## config.mk

```make
export PLATFORM = sky130hd
export DESIGN_NAME = dcap2_regs
export DESIGN_NICKNAME = d
export VERILOG_FILES = /design/src/dcap2_pkg.sv /design/src/dcap2_cfg_if.sv /design/src/dcap2_field_store.sv /design/src/dcap2_regs.sv
export SDC_FILE = /design/constraint.sdc
export NUM_CORES = 1
export LEC_CHECK = 0
export ABC_CLOCK_PERIOD_IN_PS = 1700
export BUFFER_PORTS_ARGS = -buffer_cell sky130_fd_sc_hd__buf_2
export CAP_MARGIN = 20
export CORE_MARGIN = 2
export CORE_UTILIZATION = 28
export CTS_CLUSTER_DIAMETER = 100
export DETAILED_ROUTE_END_ITERATION = 10
export GPL_ROUTABILITY_DRIVEN = 0
export PLACE_DENSITY = 0.79
export SYNTH_ARGS = -nofsm -noshare
export SYNTH_HDL_FRONTEND = slang
export SYNTH_HIERARCHICAL = 1
export SYNTH_SLANG_ARGS = --single-unit
```

## constraint.sdc

```tcl
create_clock -name clk_i -period 1.7 [get_ports clk_i]
set_input_delay 0.085 -clock clk_i [delete_from_list [all_inputs] [get_ports clk_i]]
set_output_delay 0.085 -clock clk_i [all_outputs]
set_load 0.02 [all_outputs]
```

## src/dcap2_pkg.sv

```systemverilog
// Package holding the layout, offsets and defaults of the device capabilities two register.
// Assumes a 32-bit classic Wishbone slave with a byte-addressed bus.
// Operation
// On a downstream port the forwarding support bit is software writable, lockable, and resets to one.
// While the forwarding support bit is zero the companion forwarding enable bit reads zero and ignores writes.
// On an upstream port the forwarding support bit always reads zero and ignores writes.
// A software-written forwarding support value survives any change of the port operating mode.
// The relaxed posted passing bit reads one, and the ordering logic never lets a posted packet pass another on relaxed ordering.
// The completion timeout ranges field and the timeout disable support bit read zero.
// The atomic routing and all atomic and compare-and-swap completer bits read zero.
// The latency tolerance support bit reads zero.
// The processing hint completer support field reads zero.
// The extended format support bit reads zero.
// The end-to-end prefix support bit reads zero.
// Writes to read-only and reserved bits are ignored, and reserved bits read zero.
`default_nettype none
package dcap2_pkg;
   // ----------------------------------------
   // Addresses
   // ----------------------------------------
   localparam logic [11:0] DCAP2_CAP_OFFSET = 12'h064;
   localparam logic [11:0] DCAP2_CTL_OFFSET = 12'h068;
   // ----------------------------------------
   // Field positions
   // ----------------------------------------
   localparam int DCAP2_FWD_SUPPORT_BIT = 5;
   localparam int DCAP2_NO_RELAX_BIT = 10;
   localparam int DCAP2_FWD_ENABLE_BIT = 5;
   localparam int DCAP2_LOCK_BIT = 0;
   // ----------------------------------------
   // Reset values
   // ----------------------------------------
   localparam logic DCAP2_FWD_SUPPORT_DS_RST = 1'h1;
   localparam logic DCAP2_FWD_SUPPORT_US_VAL = 1'h0;
   localparam logic DCAP2_FWD_ENABLE_RST = 1'h0;
   localparam logic DCAP2_NO_RELAX_VAL = 1'h1;
   localparam logic [31:0] DCAP2_ZERO_WORD = 32'h0000_0000;
endpackage
`default_nettype wire

```

## src/dcap2_cfg_if.sv

```systemverilog
// Interface between the register bank and its field store.
// Assumes one clock shared by both ends.
`timescale 1ns/1ps
`default_nettype none
interface dcap2_cfg_if;
   logic wr_cap;
   logic wr_ctl;
   logic wr_val;
   logic support;
   logic enable;
   modport bank (output wr_cap, output wr_ctl, output wr_val, input support, input enable);
   modport store (input wr_cap, input wr_ctl, input wr_val, output support, output enable);
endinterface
`default_nettype wire

```

## src/dcap2_field_store.sv

```systemverilog
// Holds the writable forwarding support and enable bits.
// Assumes writes come already decoded from the bank.
`timescale 1ns/1ps
`default_nettype none
module dcap2_field_store (
   // Clock and reset
   input wire logic clk_i,
   input wire logic rst_i,
   // Port role and lock
   input wire logic downstream_i,
   input wire logic lock_i,
   // Bank side
   dcap2_cfg_if.store cfg
);
   logic support_q;
   logic enable_q;
   // ----------------------------------------
   // Support bit
   // ----------------------------------------
   // The mode input only gates writes here, so the value is sticky across mode changes
   always_ff @(posedge clk_i) begin
      if (rst_i) begin
         support_q <= dcap2_pkg::DCAP2_FWD_SUPPORT_DS_RST;
      end else if (cfg.wr_cap && downstream_i && !lock_i) begin
         support_q <= cfg.wr_val;
      end
   end
   // Enable bit, forced low when unsupported
   always_ff @(posedge clk_i) begin
      if (rst_i) begin
         enable_q <= dcap2_pkg::DCAP2_FWD_ENABLE_RST;
      end else if (!cfg.support) begin
         enable_q <= 1'h0;
      end else if (cfg.wr_ctl) begin
         enable_q <= cfg.wr_val;
      end
   end
   assign cfg.support = downstream_i ? support_q : dcap2_pkg::DCAP2_FWD_SUPPORT_US_VAL;
   assign cfg.enable = enable_q & cfg.support;
   // ----------------------------------------
   // Checks
   // ----------------------------------------
   // Only a bank write may move the stored bit, whatever the port mode does
   property p_sticky;
      @(posedge clk_i) disable iff (rst_i) !$past(cfg.wr_cap) |-> $stable(support_q);
   endproperty
   a_sticky: assert property (p_sticky) else $error("support changed without a write");
endmodule // dcap2_field_store
`default_nettype wire

```

## src/dcap2_regs.sv

```systemverilog
// Wishbone slave for the device capabilities two register and companion enable bit.
// Assumes a classic Wishbone master on clk_i; downstream_i (port mode) and lock_i are levels on the same clock.
`timescale 1ns/1ps
`default_nettype none
module dcap2_regs (
   // Clock and reset
   input wire logic clk_i,
   input wire logic rst_i,
   // Wishbone slave
   input wire logic wb_cyc_i,
   input wire logic wb_stb_i,
   input wire logic wb_we_i,
   input wire logic [11:0] wb_adr_i,
   input wire logic [3:0] wb_sel_i,
   input wire logic [31:0] wb_dat_i,
   output logic [31:0] wb_dat_o,
   output logic wb_ack_o,
   // Port role and lock
   input wire logic downstream_i,
   input wire logic lock_i,
   // Status to port logic
   output logic fwd_enable_o,
   output logic relaxed_pass_block_o
);
   dcap2_cfg_if cfg ();
   logic ack_q;
   logic [31:0] dat_q;
   logic req;
   logic hit_cap;
   logic hit_ctl;
   logic [31:0] cap_word;
   logic [31:0] ctl_word;
   // ----------------------------------------
   // Decode
   // ----------------------------------------
   // Answer one cycle after the request; ack drops the next cycle
   assign req = wb_cyc_i && wb_stb_i && !ack_q;
   assign hit_cap = (wb_adr_i == dcap2_pkg::DCAP2_CAP_OFFSET);
   assign hit_ctl = (wb_adr_i == dcap2_pkg::DCAP2_CTL_OFFSET);
   assign cfg.wr_cap = req && wb_we_i && hit_cap && wb_sel_i[0];
   assign cfg.wr_ctl = req && wb_we_i && hit_ctl && wb_sel_i[0];
   assign cfg.wr_val = wb_dat_i[dcap2_pkg::DCAP2_FWD_SUPPORT_BIT];
   // Read words: constant zero fields, only two live bits
   always_comb begin
      cap_word = dcap2_pkg::DCAP2_ZERO_WORD;
      cap_word[dcap2_pkg::DCAP2_FWD_SUPPORT_BIT] = cfg.support;
      cap_word[dcap2_pkg::DCAP2_NO_RELAX_BIT] = dcap2_pkg::DCAP2_NO_RELAX_VAL;
      ctl_word = dcap2_pkg::DCAP2_ZERO_WORD;
      ctl_word[dcap2_pkg::DCAP2_FWD_ENABLE_BIT] = cfg.enable;
   end
   // ----------------------------------------
   // Bus response
   // ----------------------------------------
   always_ff @(posedge clk_i) begin
      if (rst_i) begin
         ack_q <= 1'h0;
      end else begin
         ack_q <= req;
      end
   end
   // Unmapped addresses read zero
   always_ff @(posedge clk_i) begin
      if (rst_i) begin
         dat_q <= dcap2_pkg::DCAP2_ZERO_WORD;
      end else if (req && !wb_we_i) begin
         dat_q <= hit_cap ? cap_word : (hit_ctl ? ctl_word : dcap2_pkg::DCAP2_ZERO_WORD);
      end
   end
   assign wb_ack_o = ack_q;
   assign wb_dat_o = dat_q;
   assign fwd_enable_o = cfg.enable;
   assign relaxed_pass_block_o = dcap2_pkg::DCAP2_NO_RELAX_VAL;
   dcap2_field_store u_store (
      .clk_i(clk_i),
      .rst_i(rst_i),
      .downstream_i(downstream_i),
      .lock_i(lock_i),
      .cfg(cfg)
   );
   // ----------------------------------------
   // Checks
   // ----------------------------------------
   property p_up_zero;
      @(posedge clk_i) disable iff (rst_i) !downstream_i |-> !cfg.support;
   endproperty
   a_up_zero: assert property (p_up_zero) else $error("upstream support not zero");
   property p_en_gated;
      @(posedge clk_i) disable iff (rst_i) (!cfg.support || !$past(cfg.support)) |-> !fwd_enable_o;
   endproperty
   a_en_gated: assert property (p_en_gated) else $error("enable set without support");
   property p_wr_take;
      @(posedge clk_i) disable iff (rst_i) (cfg.wr_cap && downstream_i && !lock_i) |=> (cfg.support == $past(cfg.wr_val));
   endproperty
   a_wr_take: assert property (p_wr_take) else $error("support write lost");
   property p_locked;
      @(posedge clk_i) disable iff (rst_i) (lock_i && $past(lock_i) && downstream_i && $past(downstream_i)) |-> $stable(cfg.support);
   endproperty
   a_locked: assert property (p_locked) else $error("locked bit changed");
   property p_rd_cap;
      @(posedge clk_i) disable iff (rst_i) (req && !wb_we_i && hit_cap) |=> wb_ack_o && (wb_dat_o[31:22] == 10'h000) && (wb_dat_o[20:11] == 10'h000) && wb_dat_o[10] && (wb_dat_o[9:6] == 4'h0) && (wb_dat_o[4:0] == 5'h00);
   endproperty
   a_rd_cap: assert property (p_rd_cap) else $error("constant fields wrong");
   property p_ack_pulse;
      @(posedge clk_i) disable iff (rst_i) wb_ack_o |=> !wb_ack_o;
   endproperty
   a_ack_pulse: assert property (p_ack_pulse) else $error("ack held");
   property p_no_pass;
      @(posedge clk_i) disable iff (rst_i) relaxed_pass_block_o;
   endproperty
   a_no_pass: assert property (p_no_pass) else $error("relaxed passing allowed");
   property p_rd_ctl;
      @(posedge clk_i) disable iff (rst_i) (req && !wb_we_i && hit_ctl) |=> (wb_dat_o == {26'h0, $past(cfg.enable), 5'h00});
   endproperty
   a_rd_ctl: assert property (p_rd_ctl) else $error("control read wrong");
   // ----------------------------------------
   // Field by field checks on capability reads
   // ----------------------------------------
   // One property per rule, so a failure names the broken rule directly
   property p_rd_ranges;
      @(posedge clk_i) disable iff (rst_i) (req && !wb_we_i && hit_cap) |=> (wb_dat_o[4:0] == 5'h00);
   endproperty
   a_rd_ranges: assert property (p_rd_ranges) else $error("timeout fields not zero");
   property p_rd_atomic;
      @(posedge clk_i) disable iff (rst_i) (req && !wb_we_i && hit_cap) |=> (wb_dat_o[9:6] == 4'h0);
   endproperty
   a_rd_atomic: assert property (p_rd_atomic) else $error("atomic bits not zero");
   property p_rd_relax;
      @(posedge clk_i) disable iff (rst_i) (req && !wb_we_i && hit_cap) |=> wb_dat_o[10];
   endproperty
   a_rd_relax: assert property (p_rd_relax) else $error("relaxed passing bit not one");
   property p_rd_ltr;
      @(posedge clk_i) disable iff (rst_i) (req && !wb_we_i && hit_cap) |=> !wb_dat_o[11];
   endproperty
   a_rd_ltr: assert property (p_rd_ltr) else $error("latency tolerance bit set");
   property p_rd_hint;
      @(posedge clk_i) disable iff (rst_i) (req && !wb_we_i && hit_cap) |=> (wb_dat_o[13:12] == 2'h0);
   endproperty
   a_rd_hint: assert property (p_rd_hint) else $error("hint completer field set");
   property p_rd_fmt;
      @(posedge clk_i) disable iff (rst_i) (req && !wb_we_i && hit_cap) |=> !wb_dat_o[20];
   endproperty
   a_rd_fmt: assert property (p_rd_fmt) else $error("extended format bit set");
   property p_rd_prefix;
      @(posedge clk_i) disable iff (rst_i) (req && !wb_we_i && hit_cap) |=> !wb_dat_o[21];
   endproperty
   a_rd_prefix: assert property (p_rd_prefix) else $error("prefix support bit set");
   property p_rd_resv;
      @(posedge clk_i) disable iff (rst_i) (req && !wb_we_i && hit_cap) |=> (wb_dat_o[19:14] == 6'h00) && (wb_dat_o[31:22] == 10'h000);
   endproperty
   a_rd_resv: assert property (p_rd_resv) else $error("reserved bits not zero");
   property p_rd_up;
      @(posedge clk_i) disable iff (rst_i) (req && !wb_we_i && hit_cap && !downstream_i) |=> !wb_dat_o[5];
   endproperty
   a_rd_up: assert property (p_rd_up) else $error("upstream read shows support");
   // ----------------------------------------
   // Control, unmapped and reset checks
   // ----------------------------------------
   property p_up_ctl;
      @(posedge clk_i) disable iff (rst_i) (req && !wb_we_i && hit_ctl && !cfg.support) |=> (wb_dat_o == dcap2_pkg::DCAP2_ZERO_WORD);
   endproperty
   a_up_ctl: assert property (p_up_ctl) else $error("enable readable without support");
   property p_ctl_take;
      @(posedge clk_i) disable iff (rst_i) (cfg.wr_ctl && cfg.support) |=> (fwd_enable_o == $past(cfg.wr_val));
   endproperty
   a_ctl_take: assert property (p_ctl_take) else $error("enable write lost");
   property p_rd_unmapped;
      @(posedge clk_i) disable iff (rst_i) (req && !wb_we_i && !hit_cap && !hit_ctl) |=> (wb_dat_o == dcap2_pkg::DCAP2_ZERO_WORD);
   endproperty
   a_rd_unmapped: assert property (p_rd_unmapped) else $error("unmapped read not zero");
   // Reset checks run without a disable so they see the reset itself
   property p_rst_support;
      @(posedge clk_i) (rst_i && downstream_i) |=> cfg.support;
   endproperty
   a_rst_support: assert property (p_rst_support) else $error("support default not one");
   property p_rst_quiet;
      @(posedge clk_i) rst_i |=> !wb_ack_o && (wb_dat_o == dcap2_pkg::DCAP2_ZERO_WORD) && !fwd_enable_o;
   endproperty
   a_rst_quiet: assert property (p_rst_quiet) else $error("outputs active in reset");
   // ----------------------------------------
   // Bus handshake checks
   // ----------------------------------------
   // Ignored accesses must still complete, or the master would hang
   property p_ack_answer;
      @(posedge clk_i) disable iff (rst_i) req |=> wb_ack_o;
   endproperty
   a_ack_answer: assert property (p_ack_answer) else $error("request not answered");
   property p_ack_cause;
      @(posedge clk_i) disable iff (rst_i) wb_ack_o |-> $past(req);
   endproperty
   a_ack_cause: assert property (p_ack_cause) else $error("ack without request");
   property p_dat_hold;
      @(posedge clk_i) disable iff (rst_i) !$past(req && !wb_we_i) |-> $stable(wb_dat_o);
   endproperty
   a_dat_hold: assert property (p_dat_hold) else $error("read data moved without a read");
   c_wr_sup: cover property (@(posedge clk_i) cfg.wr_cap && downstream_i && !lock_i);
   c_en_on: cover property (@(posedge clk_i) fwd_enable_o);
   c_clear_drop: cover property (@(posedge clk_i) fwd_enable_o ##1 !cfg.support);
   c_up_read: cover property (@(posedge clk_i) req && !wb_we_i && hit_cap && !downstream_i);
   c_lock_hold: cover property (@(posedge clk_i) cfg.wr_cap && downstream_i && lock_i);
endmodule // dcap2_regs
`default_nettype wire

```

==> results.ini <==
[outcome]
status=finished clean

[detailed_routing]
wl_um=989
vias_per_cell=3.68
postRouteAntennaNets=0
firstDrtPassIters=4
drt_iter0_markers=5
wl_per_cell_um=8.24
num_vias=442
drc=0

[yosys]
synth_seq_area_share=0.173
synth_area_um2=578
synth_area_leaders=buf_4, dfxtp_1, nand3b_1
postSynthAreaPerCell_um2=8.63
yosys_warnings=6
synth_cell_types=20
yosysTopAreaCell=buf_4
netlist_instances=67
synth.ff_latch_count=5
yosysTopAreaCellShare=0.403

[power]
p_per_area_nw_per_um2=584
ir_worst_vdd_mv=0.274
leakage_nw=0.324

[placement]
hpwlAfterDp_um=885
place_inst=116
io_buffers=24

[cts]
cts_resized=0
clkTransAtPathRegs_ns=0.05
cts_setup_buffers=0
cts_buffer_depth=2
cts_root_buf=clkbuf_4
cts_max_level=1
cts_inserted_buffers=3
holdBufCountCts=0
cts_tree=done
clock-sinks=5
worstSkewPairLatency_ns=0.24

[die]
initial_core_util=0.295
die-width_um=49.4
die_h_um=49.4
num_rows=16
die_area_um2=2440
ios=90
core_area_um2=1960

[min_path]
hold_class=primary input to flop

[timing]
timing.final.crit_share=0.775
fin_tns_setup_ns=0
hold_viol_final=0
rsz0062_at_grt=no
fmaxAchievable_mhz=759
maxSlewViolCount=0
final.min_clock_period_ns=1.32
skew_ns=0.00224
whs_ns=0.113
setup_viol=0

[global_route]
grt_pass1_vias=379
antenna_found_initial=0
gr-total-overflow=0
grt_pass1_wl_um=1520
grtUsageTotal=0.0823
grt_max_degree=9

[layout]
nFillCells=224
layout.cells.non_filler=120
fin_nets=149
regArea_um2=100
multiInputGateArea_um2=354
antenna_cells=0
utilization=0.323
areaGrowthSynthToFinish_pct=9.74
drive_gt1_frac=0.366

[worst_setup_path]
cp_slowest_stage_delay_ns=0.38
crit_type=flop to flop
slowest_stage=nor4_1
crit_family=simple AND/OR/NAND/NOR gates
critical_path.cell_chain=nand3b_1 > nor4_1 > mux2i_1 > nor3b_2
critPathLaunchType=flop
crit_buf_inv=0
crit_path_end_kind=flop
arrival_ns=1.45
crit_required_ns=1.83
critPathMaxFanout=3

[job]
maxCapViolations=0

## worst min-delay path, cell delays in order
cell and delay (ns):
buf_2 0.09, nor2_1 0.04, mux2i_1 0.10
## final timing paths
path	startpoint	to	slack, ns	cells past startpoint
max	wb_ack_o$_SDFF_PP0_	u_store/enable_q$_SDFFE_PP0P_	0.38	4
min	wb_dat_i[5]	u_store/support_q$_SDFFE_PP1P_	0.11	3
max reg2reg	wb_ack_o$_SDFF_PP0_	u_store/enable_q$_SDFFE_PP0P_	0.38	4
min reg2reg	wb_dat_o[10]$_SDFFE_PP0P_	wb_dat_o[10]$_SDFFE_PP0P_	0.49	2
## cell families after synthesis
| logic type | after synthesis | synth area share |
|---|---|---|
| AO/OA/AOI/OAI | 3 | 0.0454 |
| buffers and inverters | 31 | 0.403 |
| flip-flops | 5 | 0.173 |
| other | 2 | 0.0130 |
| AND/OR/NAND/NOR | 24 | 0.331 |
| multiplexers | 2 | 0.0346 |
## final cells by class
class	count	share of cell area
Clock buffer	4	0.0414
Timing Repair Buffer	24	0.189
Multi-Input combinational cell	60	0.558
Tap cell	27	0.0533
Sequential cell	5	0.158
## cell usage after synthesis (all sizes together)
| library cell | count |
|---|---|
| nand4bb | 1 |
| and3b | 1 |
| or3b | 1 |
| nor3b | 1 |
| nor2b | 1 |
| nand3b | 5 |
| and2 | 1 |
| nand3 | 1 |
| and3 | 1 |
| dfxtp | 5 |
| nor4b | 2 |
| nand2 | 3 |
| nor2 | 4 |
| nor4 | 2 |
| mux2i | 2 |
| buf | 31 |
| o21ai | 1 |
| o41ai | 1 |
| a21oi | 1 |
| conb | 2 |
## power breakdown
part / internal (mW) / switching, mW
logic: 0.0289 / 0.0822
clock network: 0.0889 / 0.0511
registers: 0.119 / 0.000557
total: 0.236 / 0.134
## flip-flops by register name, summed over array words and instances, names as in the netlist
name / count
wb_dat_o: 2
u_store/enable_q: 1
u_store/support_q: 1
wb_ack_o: 1
## layer usage
metal	global-route usage	vias up	routed length (um)
met5	0	-	0
met3	0.0552	0	141
li1	-	218	-
met1	0.0761	191	364
met2	0.144	33	483
met4	0.0278	0	0
## cells in the final DEF, fill, tap and decap left out, types with 2 or more instances in the layout
master,count
conb_1,31
buf_2,24
nand3b_1,5
dfxtp_1,5
nor2_1,4
nand2_1,3
clkbuf_4,3
nor4b_2,2
nor4_1,2
mux2i_1,2
## through the flow
step                area, um2  worst slack (ns)  total power [mW]
floorplan                 687             0.396             0.254
global placement          608             0.267             0.230
detailed placement        608             0.240             0.231
CTS                       634             0.346             0.373
global route              634             0.256             0.390
finish                    634             0.382             0.370
Note: power is estimated with default switching activity, not from simulation.
